===== src/hw/rej_timer_map.svh =====
// Purpose: Offsets, field positions, reset values and timing counts of the rejection timer.
// Assumes: APB byte addressing with one aligned 32-bit word per register.
// Notes: Definitions only.
`ifndef REJ_TIMER_MAP_SVH
`define REJ_TIMER_MAP_SVH
`define RT_CTRL_OFFSET 12'h710
`define RT_STAT_OFFSET 12'h714
`define RT_SPACING_LSB 0
`define RT_SPACING_W 14
`define RT_START_SEL_BIT 16
`define RT_SPACING_RST 14'h0947
`define RT_START_SEL_RST 1'h1
`define RT_TICK_NS 4
`define RT_CLK_NS 25
`endif


===== src/hw/rej_timer_pkg.sv =====
// Purpose: Types shared by the rejection timer files.
// Assumes: Nothing beyond SystemVerilog.
// Notes: Offsets and counts live in the map header.
package rej_timer_pkg;
  // APB request from the master.
  typedef struct packed {
    logic psel;
    logic penable;
    logic pwrite;
    logic [11:0] paddr;
    logic [31:0] pwdata;
  } apb_req_t;
  // APB answer to the master.
  typedef struct packed {
    logic pready;
    logic pslverr;
    logic [31:0] prdata;
  } apb_rsp_t;
  // Timer states, one-hot.
  typedef enum logic [2:0] {
    ST_IDLE = 3'h1,
    ST_WAIT = 3'h2,
    ST_COUNT = 3'h4
  } rt_state_t;
endpackage


===== src/hw/tick_divider.sv =====
// Purpose: Reports each cycle how many whole 4 ns ticks of the spacing count fell in the last clock.
// Assumes: The system clock is slower than the tick, so several ticks fall per cycle.
// Notes: A fractional accumulator gives an exact long-run tick rate.
`timescale 1ns/100ps
module tick_divider
  import rej_timer_pkg::*;
#(
  parameter int CLK_NS = 25,
  parameter int TICK_NS = 4
)
(
  input wire logic mclk,
  input wire logic rst,
  input wire logic clear,
  output logic [7:0] ticks
);
  // Refuses ratios whose sum or remainder would not fit the 9-bit and 8-bit paths.
  if (TICK_NS < 1 || TICK_NS > 255 || CLK_NS < 1 || CLK_NS + TICK_NS > 511 || CLK_NS / TICK_NS > 200)
  begin : g_bad_ratio
    $error("tick_divider: unusable clock ratio");
  end
  // Remainder of tick time carried between cycles, in ns.
  logic [7:0] acc_q;
  logic [7:0] acc_d;
  logic [7:0] ticks_d;
  // Adds one clock period and splits it into whole ticks and a remainder.
  always_comb
  begin
    logic [8:0] sum;
    sum = 9'(acc_q) + 9'(CLK_NS);
    if (clear)
    begin
      sum = 9'(CLK_NS);
    end
    ticks_d = 8'(sum / 9'(TICK_NS));
    acc_d = 8'(sum % 9'(TICK_NS));
  end
  // Registers the remainder and the tick count.
  always_ff @(posedge mclk)
  begin
    if (rst)
    begin
      acc_q <= 8'h00;
      ticks <= 8'h00;
    end
    else
    begin
      acc_q <= acc_d;
      ticks <= ticks_d;
    end
  end
endmodule


===== src/hw/l1_aspm_rejection_timer.sv =====
// Purpose: Holds off new L1 ASPM entry requests for a programmed time after a rejection.
// Assumes: Link events arrive as one-cycle pulses synchronous to mclk.
// Notes: The spacing count is in 4 ns units; several units may pass per 25 ns clock.
// Functional notes
// - Hold 14-bit programmable minimum request spacing.
// - Each unit is 4 ns; resets to 0x947.
// - Request is request DLLPs then acknowledge.
// - After rejection, wait before detecting requests.
// - Bit 16 start select; starts on Nak.
// - Select 0: early requests restart the timer.
// - Select 1: early requests are ignored.
// - After expiry, next request is new.
//
// Implementation choice: the APB slave port.
`timescale 1ns/100ps
`include "rej_timer_map.svh"
module l1_aspm_rejection_timer
  import rej_timer_pkg::*;
(
  input wire logic mclk,
  input wire logic rst,
  input wire apb_req_t apb_req,
  output apb_rsp_t apb_rsp,
  input wire logic req_dllp,
  input wire logic ack_sent,
  input wire logic nak_sent,
  output logic req_detect,
  output logic holdoff
);
  // Software spacing value in 4 ns units.
  logic [13:0] spacing_q;
  logic [13:0] spacing_d;
  // Start select: 0 restarts on early requests, 1 ignores them.
  logic start_sel_q;
  logic start_sel_d;
  // Read data register.
  logic [31:0] rdata_q;
  logic [31:0] rdata_d;
  // Timer state and elapsed tick count.
  rt_state_t state_q;
  rt_state_t state_d;
  logic [14:0] count_q;
  logic [14:0] count_d;
  logic req_detect_d;
  // Ticks elapsed during the last clock.
  logic [7:0] ticks;
  logic tick_clear;

  // Returns the 32-bit control word as seen by software.
  function automatic logic [31:0] ctrl_word(input logic [13:0] sp, input logic sel);
    logic [31:0] w;
    w = 32'h0000_0000;
    w[`RT_SPACING_LSB +: `RT_SPACING_W] = sp;
    w[`RT_START_SEL_BIT] = sel;
    return w;
  endfunction

  // Returns true when the elapsed count has reached the spacing.
  function automatic logic reached(input logic [14:0] cnt, input logic [13:0] sp);
    return cnt >= {1'b0, sp};
  endfunction

  // Produces the per-cycle tick count of the 4 ns time base.
  // Several 4 ns units pass in each 25 ns clock, so the divider reports
  // how many whole units fell in the last cycle rather than a single pulse.
  tick_divider #(
    .CLK_NS(`RT_CLK_NS),
    .TICK_NS(`RT_TICK_NS)
  ) u_tick (
    .mclk(mclk),
    .rst(rst),
    .clear(tick_clear),
    .ticks(ticks)
  );

  // APB answers every access in its first access cycle.
  // No wait state is ever needed, since every register is a flip-flop.
  // Access phase of a transfer: select and enable both high.
  logic access;
  assign access = apb_req.psel && apb_req.penable;
  assign apb_rsp.pready = 1'b1;
  assign apb_rsp.pslverr = 1'b0;
  assign apb_rsp.prdata = rdata_q;

  // Register writes and read data selection.
  always_comb
  begin
    spacing_d = spacing_q;
    start_sel_d = start_sel_q;
    rdata_d = rdata_q;
    if (access && apb_req.pwrite && apb_req.paddr == `RT_CTRL_OFFSET)
    begin
      spacing_d = apb_req.pwdata[`RT_SPACING_LSB +: `RT_SPACING_W];
      start_sel_d = apb_req.pwdata[`RT_START_SEL_BIT];
    end
    // Read data is set up during the setup cycle so it is ready in the access cycle.
    // Reserved bits and unmapped offsets read as zero.
    if (apb_req.psel && !apb_req.penable)
    begin
      case (apb_req.paddr)
        `RT_CTRL_OFFSET:
        begin
          rdata_d = ctrl_word(spacing_q, start_sel_q);
        end
        `RT_STAT_OFFSET:
        begin
          rdata_d = {15'h0000, holdoff, 1'b0, count_q};
        end
        default:
        begin
          rdata_d = 32'h0000_0000;
        end
      endcase
    end
  end

  // Register storage.
  always_ff @(posedge mclk)
  begin
    if (rst)
    begin
      spacing_q <= `RT_SPACING_RST;
      start_sel_q <= `RT_START_SEL_RST;
      rdata_q <= 32'h0000_0000;
    end
    else
    begin
      // Writes land at the end of the access cycle.
      // programmable spacing
      spacing_q <= spacing_d;
      start_sel_q <= start_sel_d;
      rdata_q <= rdata_d;
    end
  end

  // Timer sequence: idle, request in progress, holdoff counting.
  always_comb
  begin
    // Elapsed units if the count advances; one bit wider to catch overflow.
    logic [15:0] next_cnt;
    next_cnt = 16'(count_q) + 16'(ticks);
    state_d = state_q;
    count_d = count_q;
    req_detect_d = 1'b0;
    tick_clear = 1'b0;
    case (state_q)
      ST_IDLE:
      begin
        // first request DLLP opens a request
        if (req_dllp)
        begin
          req_detect_d = 1'b1;
          state_d = ST_WAIT;
        end
      end
      ST_WAIT:
      begin
        // Further request DLLPs of the same request are absorbed here.
        // counting starts on Nak
        if (nak_sent)
        begin
          count_d = 15'h0000;
          tick_clear = 1'b1;
          state_d = (spacing_q == 14'h0000) ? ST_IDLE : ST_COUNT;
        end
        else if (ack_sent)
        begin
          state_d = ST_IDLE;
        end
      end
      ST_COUNT:
      begin
        // requests are not detected while counting
        if (reached(count_q, spacing_q))
        begin
          // a request at expiry is new
          state_d = ST_IDLE;
          if (req_dllp)
          begin
            req_detect_d = 1'b1;
            state_d = ST_WAIT;
          end
        end
        else if (req_dllp && !start_sel_q)
        begin
          count_d = 15'h0000;
          tick_clear = 1'b1;
        end
        // Otherwise the count advances and saturates rather than wrapping.
        // early request ignored
        else
        begin
          count_d = (next_cnt > 16'h7FFF) ? 15'h7FFF : next_cnt[14:0];
        end
      end
      default:
      begin
        // An illegal state code falls back to idle.
        state_d = ST_IDLE;
      end
    endcase
  end

  // Timer state registers.
  always_ff @(posedge mclk)
  begin
    if (rst)
    begin
      state_q <= ST_IDLE;
      count_q <= 15'h0000;
      req_detect <= 1'b0;
    end
    else
    begin
      state_q <= state_d;
      count_q <= count_d;
      req_detect <= req_detect_d;
    end
  end

  // Holdoff shows the timer is running.
  // It comes straight from the state register, so it carries no glitch from the link inputs.
  assign holdoff = (state_q == ST_COUNT);
endmodule


===== config.mk =====
export PLATFORM = sky130hd
export DESIGN_NAME = l1_aspm_rejection_timer
export DESIGN_NICKNAME = d
export VERILOG_FILES = /design/src/hw/rej_timer_pkg.sv /design/src/hw/tick_divider.sv /design/src/hw/l1_aspm_rejection_timer.sv
export VERILOG_INCLUDE_DIRS = /design/src /design/src/hw
export SDC_FILE = /design/constraint.sdc
export NUM_CORES = 1
export LEC_CHECK = 0
export ABC_AREA = 0
export CAP_MARGIN = 30
export CORE_ASPECT_RATIO = 0.7
export CORE_MARGIN = 2
export CORE_UTILIZATION = 25
export DETAILED_ROUTE_END_ITERATION = 12
export DONT_BUFFER_PORTS = 1
export PLACE_DENSITY = 0.5
export SLEW_MARGIN = 40
export SYNTH_ARGS = -nofsm -noshare
export SYNTH_HDL_FRONTEND = slang
export SYNTH_SLANG_ARGS = --single-unit

===== constraint.sdc =====
create_clock -name mclk -period 2.4 [get_ports mclk]
set_clock_uncertainty 0.15 [all_clocks]
set_input_delay 0.48 -clock mclk [delete_from_list [all_inputs] [get_ports mclk]]
set_output_delay 0.48 -clock mclk [all_outputs]
set_load 0.02 [all_outputs]

# ---- Word level (Yosys, flattened, before mapping)
# Index checks and enable logic that the tools add are counted.
dict set report classes {
  n_addsub 2
  n_lt_le_gt_ge 2
  eq_ne 10
  n_mux 21
  n_reduce_logical 12
}
# cell n
set op_table {}
lappend op_table {{$mux W15} 4}
lappend op_table {{$pmux W17 S2} 1}
lappend op_table {{$pmux W15 S2} 1}
lappend op_table {{$eq A12 B11 Y1 const B} 2}
lappend op_table {{$add A15 B8 Y16} 1}
lappend op_table {{$gt A16 B15 Y1 const B} 1}
lappend op_table {{$ge A15 B14 Y1} 1}
lappend op_table {{$mux W3} 5}
lappend op_table {{$logic_not A14 Y1} 1}
lappend op_table {{$add A8 B5 Y9 const B} 1}
lappend op_table {{$mux W9} 1}
lappend op_table {{$pmux W3 S3} 1}
lappend op_table {{$ne A2 B2 Y1 const B} 3}
lappend op_table {{$reduce_and A3 Y1} 2}
lappend op_table {{$logic_and A1 B1 Y1} 5}
lappend op_table {{$mux W1} 5}
lappend op_table {{$pmux W1 S2} 2}
lappend op_table {{$eq A3 B1 Y1 const B} 1}
lappend op_table {{$eq A3 B2 Y1 const B} 1}
lappend op_table {{$eq A3 B3 Y1 const B} 1}
lappend op_table {{$ne A3 B3 Y1 const B} 1}
lappend op_table {{$logic_not A1 Y1} 2}
lappend op_table {{$mux W2} 1}
lappend op_table {{$ne A2 B1 Y1 const B} 1}
lappend op_table {{2 further kinds} 2}
dict set report word_totals {
  ff_bits 82
  in_bits 52
  out_inout_bits 36
  wordCells 59
}

# ---- Longest topological paths before layout
# Gate-level depths: netlist (run 1).
dict set report logic_depth {
  ltp_word 6
  ltp_mapped 10
  ltp_nobuf 9
}

# ---- Modules after synthesis
# A second synthesis (run 1) with hierarchy kept.
dict set report unflattened {
  cells_unflattened 382
  area_unflattened_um2 3408.3
}
# module instances cells_each area_per_inst_um2 seq_area_each_um2
set by_module_without_submodules {}
lappend by_module_without_submodules {l1_aspm_rejection_timer 1 365 3241.9 1001.0}
lappend by_module_without_submodules {tick_divider 1 17 166.4 80.1}

# ---- Worst setup path before layout (run 1)
# No wires, ideal clock.
dict set report synth_path {
  path_kind {reg-to-reg}
  start {register spacing_q[12]}
  end {register count_q[4]}
  setup_time_ps 116
  t_arrival_ps 2154
  required_time_ps 2134
  setup_slack_ps -20
  path_stages_with_launch 10
  n_path_buf 1
  synth_period_minus_slack_ps 2420
  path_cell_list {dfxtp_1 > inv_1 > ha_1 > a21o_2 > a2111oi_4 > o211ai_2 > a21o_1 > buf_6 > a2111o_1 > o211a_1}
}
dict set report synth_between {
  elab_chain_len 3
}
# item line_no
set synth_rtl {}
lappend synth_rtl {{from (decl)} l1_aspm_rejection_timer.sv:31} ;# logic [13:0] spacing_q;
lappend synth_rtl {{from (signal assigned)} l1_aspm_rejection_timer.sv:122} ;# spacing_q <= `RT_SPACING_RST;
lappend synth_rtl {{from (signal assigned)} l1_aspm_rejection_timer.sv:130} ;# spacing_q <= spacing_d;
lappend synth_rtl {{$ge A15 B14 Y1} l1_aspm_rejection_timer.sv:60} ;# return cnt >= {1'b0, sp};
lappend synth_rtl {{$ne A2 B2 Y1 (no line)} -}
lappend synth_rtl {{$reduce_and A3 Y1 (no line)} -}
lappend synth_rtl {{to (signal assigned)} l1_aspm_rejection_timer.sv:216} ;# count_q <= count_d;
lappend synth_rtl {{to (decl)} l1_aspm_rejection_timer.sv:42} ;# logic [14:0] count_q;
# Every way passes these cells.
# A chain may end at the register's enable or synchronous reset.

# ---- Final worst setup path (run 1)
dict set report layout_path {
  start {register spacing_q[12]}
  end {register count_q[1]}
}
# Same word-level chain as after synthesis.

==> results of run 1 <==
[synth_stat cells, drive strengths merged (3+ instances only)]
library cell	instances
a211o	3
a211oi	17
a21o	6
a21oi	18
a22oi	16
a31oi	8
and2	3
buf	24
clkbuf	13
dfxtp	54
ha	18
inv	25
mux2i	10
nand2	18
nand2b	6
nand3	12
nand4	5
nor2	43
nor2b	3
nor3	6
nor4	4
o211ai	7
o21ai	5
o221a	4
[worst register-to-register path: cells and delay by family, from the launching register on]
kind	cells	cell delay [ns]
flip-flops	1	0.34
AO/OA/AOI/OAI	6	1.47
adder cells (fa/ha/maj)	1	0.22
buffers and inverters	2	0.18
[cell type report]
type / count / area (um^2)
clock buffers: 5 / 125
clock inverters: 2 / 15.0
fillers: 1257 / 8110
inverters: 25 / 93.8
multi-input cells: 259 / 1850
flip-flops and latches: 54 / 1090
well taps: 157 / 196
repair buffers: 52 / 420
[layer usage]
metal	vias to the layer above	wire [um]	part of all wire
li1	1355	-	-
met2	97	3490	0.37
met4	0	60	0.0064
met1	1271	5100	0.54
met3	7	736	0.078
met5	-	0	0
[worst paths after layout]
check / slack (ns) / cells after the start / endpoint
hold reg to reg: 0.30 / 1 / u_tick.acc_q[0]
setup reg to reg: -0.01 / 9 / count_q[1]
setup / recovery: -0.01 / 9 / count_q[1]
hold / removal: 0.09 / 1 / count_q[0]
[registers in the layout, indices dropped and copies added (netlist names)]
register / cells
state_q: 3
u_tick.ticks: 2
req_detect: 1
u_tick.acc_q: 2
start_sel_q: 1
spacing_q: 14
rdata_q: 16
count_q: 15
[kinds of logic after synthesis]
logic type,count (synthesis),synth area share
AND/OR/NAND/NOR,110,0.175
AO/OA/AOI/OAI,101,0.255
buffers and inverters,62,0.103
flip-flops,54,0.350
adder cells (fa/ha/maj),19,0.0794
multiplexers,10,0.0324
other,2,0.00243
XOR/XNOR,1,0.00283
[report_power, final]
group	switching, uW	leakage, uW	internal (uW)
Combinational	98.6	0.00103	49.9
Clock	348	0.0000619	382
Sequential	43.1	0.000440	928
[per-stage QoR]
stage | instance area (um^2) | worst slack (ns) | hold slack [ns] | utilization
floorplan | 3150 | 0.0136 | 0.278 | -
global placement | 3520 | -0.110 | 0.284 | 0.296
detailed placement | 3520 | -0.138 | 0.293 | 0.296
CTS | 3710 | -0.00292 | 0.0872 | 0.312
global route | 3780 | -0.0949 | 0.0790 | 0.318
finish | 3780 | -0.0140 | 0.0949 | 0.318
[repair_timing]
action	in CTS	in global routing
gates resized for setup	12	17
pin swaps	5	12
setup buffers	0	0
setup endpoints to repair	19	14
==> results.json, run 1 <==
{
  "cp-startpoint": "spacing_q[12]",
  "crit_arrival_ns": 2.50,
  "ctsHtreeMaxLevel": 2,
  "die_area_um2": 13300,
  "grt_use_total": 0.140,
  "worstPathMaxFanout": 6,
  "clock_latency_ns": 0.30,
  "post-route-min-period_ns": 2.41,
  "cpPeakStageDelay_ns": 0.44,
  "violations": "setup timing",
  "antenna_found_initial": 0,
  "ys_seq_area_frac": 0.350,
  "critical-path-top-delay-family": "compound AO/OA/AOI/OAI gates",
  "async_reset_ff_frac": 0,
  "die_x_um": 137,
  "worst_slack_ns": -0.0140,
  "drive_gt1_frac": 0.232,
  "syn_inst": 359,
  "place_congestion": 0.907,
  "total_power_uw": 1850,
  "crit_chain": "inv_2 > ha_4 > a21o_4 > a2111oi_4 > o211ai_4 > a21o_4 > buf_6 > a221o_1 > a21oi_1",
  "worstMarginPinSlew_ns": 0.600,
  "drc": 0,
  "hold_class": "primary input to flop",
  "synth_seq_cells": 54,
  "num_rows": 33,
  "criticalPathCategory": "flop to flop",
  "viasPerCell": 4.93,
  "fin_tns_setup_ns": -0.0235,
  "rsz0062_at_grt": "true",
  "grt_pass1_wl_um": 14300,
  "path_buf_inv": 2,
  "grtUsageMet3": 0.0419,
  "met2_usage": 0.173,
  "netlist_area_um2": 3090,
  "synthFlopType": "dfxtp_1",
  "numCtsBuffers": 5,
  "mostFrequentLayoutCells": "dfxtp_1 (50), buf_4 (44), nor2_1 (42), inv_1 (23), conb_1 (18)",
  "hold_violations": 0,
  "power_leakage_uw": 0.00153,
  "cap_violations": 0,
  "cpMostUsedCell": "a21o_4",
  "final_net_count": 468,
  "fin_crit_sh": 1.01,
  "maxSlewHeadroom": 0.600,
  "synth_top_area_cell": "dfxtp_1",
  "synth_top_area_share": 0.350,
  "post-place-cells": 547,
  "met1_usage": 0.231,
  "post_synth.cell_area_avg_um2": 8.61,
  "boundaryPins": 88,
  "end_kind": "flop",
  "port_buffers": 0,
  "num_vias": 2730,
  "max_freq_ghz": 0.414,
  "yosysWarnings": 0,
  "clk_pin_slew_worst_paths_ns": 0.07,
  "final_common_cell": "dfxtp_1",
  "cts.sinks": 54,
  "required_ns": 2.49,
  "postRouteWirelength_um": 9390,
  "die_y_um": 97.0,
  "cpMaxStageDelayCell": "a2111oi_4",
  "start_util": 0.260,
  "grt_pass1_vias": 2481,
  "ys_top_cells_by_area": "dfxtp_1 (35%), ha_1 (7.3%), nor2_1 (5.1%), buf_4 (4.4%), a211oi_1 (4.1%)",
  "peakVddDrop_uv": 245,
  "coreArea_um2": 11900,
  "setup_viol": 2,
  "cts_hold_buffers": 0,
  "r2r-start": "spacing_q[12]",
  "firstDrtPassIters": 5,
  "outcome": "complete, but fails checks",
  "cts.root.buffer_cell": "clkbuf_16",
  "cts_tree": "done",
  "cts_max_path_buffers": 2,
  "detailed_place_hpwl_um": 7400,
  "cp-start-kind": "flop",
  "overflow": 0,
  "synth_cell_type_count": 57,
  "busiest_layer": "met1",
  "n_antenna_cell": 0,
  "post_drt_wl_per_cell_um": 16.9,
  "report.final.slew_viol_count": 0,
  "ant_nets": 0,
  "synth_edf_count": 0,
  "hold_path.startpoint": "rst",
  "drt_iter0_markers": 251,
  "power_density_nw_per_um2": 489,
  "area_growth_pct": 22.5,
  "final_cells": 554,
  "grt_max_degree": 35
}
(Power assumes the default switching activity.)
==> inputs of run 2 (changes only) <==
--- a/config.mk
+++ b/config.mk
@@ -17,4 +17,5 @@
 export SLEW_MARGIN = 40
 export SYNTH_ARGS = -nofsm -noshare
 export SYNTH_HDL_FRONTEND = slang
+export SYNTH_HIERARCHICAL = 1
 export SYNTH_SLANG_ARGS = --single-unit
==> results.json, run 2 <==
{
  "synthFlopType": "dfxtp_1",
  "die_y_um": 102,
  "synth_fa_ha_area_frac": 0.0903,
  "report.final.slew_viol_count": 0,
  "worstPathMaxFanout": 4,
  "total_power_uw": 1960,
  "fin_tns_setup_ns": 0,
  "antenna_found_initial": 0,
  "synth_top_area_cell": "dfxtp_1",
  "synth_top_cells_by_count": "dfxtp_1 (54), nor2_1 (32), inv_1 (27)",
  "drive_gt1_frac": 0.218,
  "hold_violations": 0,
  "netlist_area_um2": 3410,
  "maxSlewHeadroom": 0.656,
  "clk_pin_slew_worst_paths_ns": 0.07,
  "setup_viol": 0,
  "cpPeakStageDelay_ns": 0.42,
  "num_vias": 2809,
  "mostFrequentLayoutCells": "dfxtp_1 (50), buf_4 (34), nor2_1 (32), inv_1 (27)",
  "firstDrtPassIters": 4,
  "max_freq_ghz": 0.428,
  "syn_inst": 382,
  "final_common_cell": "dfxtp_1",
  "crit_arrival_ns": 2.41,
  "hold_class": "primary input to flop",
  "outcome": "completed",
  "cap_violations": 0,
  "cpMostUsedCell": "a21oi_2",
  "final_net_count": 479,
  "postRouteWirelength_um": 8990,
  "start_util": 0.258,
  "largest_register_ffs": 16,
  "fin_crit_sh": 0.974,
  "drt_iter0_markers": 184,
  "cpMaxStageDelayCell": "a221o_1",
  "boundaryPins": 88,
  "fin_util": 0.299,
  "worstMarginPinSlew_ns": 0.511,
  "dpl-instance-area_um2": 3710,
  "grt_use_total": 0.127,
  "drc": 0,
  "synth_edf_count": 0,
  "reg_top3": "rdata_q: 16 flops, count_q: 15 flops, spacing_q: 14 flops",
  "peakVddDrop_uv": 373,
  "post-place-ws_ns": 0.0557,
  "cts.root.buffer_cell": "clkbuf_16",
  "port_buffers": 0,
  "grt_pass1_wl_um": 14500,
  "worst_slack_ns": 0.0631,
  "grt_pass1_vias": 2701,
  "num_rows": 35,
  "ys_top_cells_by_area": "dfxtp_1 (32%), ha_1 (8.4%), buf_4 (5.5%), a21oi_1 (3.8%), a211oi_1 (3.5%)",
  "clock_latency_ns": 0.30,
  "die_x_um": 144,
  "end_kind": "flop",
  "coreArea_um2": 13200,
  "synth-simple-area-share": 0.156,
  "post_drt_wl_per_cell_um": 15.3,
  "synth_compound_area_frac": 0.276,
  "synth_xor_area_frac": 0.0154,
  "criticalPathCategory": "flop to flop",
  "post_synth.cell_area_avg_um2": 8.92,
  "cts.sinks": 54,
  "cts_max_path_buffers": 2,
  "power_leakage_uw": 0.00149,
  "post-route-min-period_ns": 2.34,
  "ys_seq_area_frac": 0.317,
  "synth_top_area_share": 0.317,
  "grt_max_degree": 43,
  "area_growth_pct": 15.9,
  "crit_chain": "inv_1 > ha_1 > a211oi_2 > o221ai_2 > a21oi_2 > o211ai_2 > a221o_1 > a21oi_2",
  "synth_most_common_cell": "dfxtp_1",
  "synth_top_family_by_area": "compound AO/OA/AOI/OAI gates",
  "fin_area_um2": 3950,
  "ctsHtreeMaxLevel": 2,
  "async_reset_ff_frac": 0,
  "n_antenna_cell": 0,
  "ant_nets": 0,
  "overflow": 0,
  "power_density_nw_per_um2": 496,
  "synthMuxAreaShare": 0.0294,
  "required_ns": 2.48,
  "cts_hold_buffers": 0,
  "detailed_place_hpwl_um": 7100,
  "cp-start-kind": "flop",
  "largest_register": "rdata_q",
  "place_congestion": 0.842,
  "synth_seq_cells": 54,
  "numCtsBuffers": 5,
  "yosysWarnings": 6,
  "cts_tree": "done",
  "synth_cell_type_count": 63,
  "viasPerCell": 4.77,
  "die_area_um2": 14600
}
[run 2: cell types whose count changed in the layout (fill, tap and decap cells not counted), moves of 6 or more]
cell | before | now
buf_4 | 44 | 34
ha_1 | 16 | 23
o221ai_2 | 0 | 8
a21oi_1 | 16 | 22
nor2_1 | 42 | 32
buf_6 | 8 | 2
[run 2: routing by layer]
layer | global-route usage | vias to the layer above | part of all wire | routed length [um]
met1 | 0.198 | 1331 | 0.54 | 4830
li1 | - | 1399 | - | -
met3 | 0.0331 | 7 | 0.058 | 517
met4 | 0.0181 | 0 | 0.0037 | 33
met2 | 0.177 | 72 | 0.40 | 3610
met5 | 0 | - | 0 | 0
[run 2: path summary, 6_finish.rpt]
path / startpoint / endpoint / slack [ns] / depth (start not counted)
max: spacing_q[8] / count_q[1] / 0.06 / 8
min: rst / count_q[1] / 0.09 / 1
max reg2reg: spacing_q[8] / count_q[1] / 0.06 / 8
min reg2reg: u_tick/acc_q[0] / u_tick/acc_q[0] / 0.29 / 1
[run 2: layout make-up]
class	instances	area, um^2
Clock buffer	5	125
Clock inverter	3	40.0
Fill cell	1426	9270
Inverter	28	105
Multi-Input combinational cell	277	2070
Sequential cell	54	1090
Tap cell	185	231
Timing Repair Buffer	37	298
[run 2: what timing repair did]
action	in CTS	in global routing
gates resized for setup	0	15
endpoints found under the setup margin	0	19
buffers inserted	0	3
[run 2: power breakdown]
part	total [uW]	switching, uW	internal, uW	leakage, uW
registers	969	44.6	925	0.000440
clock network	828	339	489	0.0000836
logic	161	104	57.3	0.000965
[run 2: cells by family (layout without fill, tap and decap cells)]
family | Yosys count | in the layout
AOI/OAI and AO/OA | 115 | 115
xor gates and xnor gates | 6 | 6
adders and majority gates | 24 | 24
buffers and inverters | 71 | 73
DFF | 54 | 54
muxes | 10 | 10
other | 3 | 23
and+or+nand+nor | 99 | 99
[run 2: critical path, delay by kind of cell (launching register included)]
kind / cells / cell delay, ns
flip-flops: 1 / 0.33
adder cells (fa/ha/maj): 1 / 0.33
AO/OA/AOI/OAI: 6 / 1.41
buffers and inverters: 1 / 0.06
[run 2: through the flow]
stage               std cells  hold slack [ns]
finish                    589           0.0949
global route              589           0.0838
CTS                       586           0.0943
detailed placement        578            0.284
global placement          578            0.269
floorplan                 402            0.262
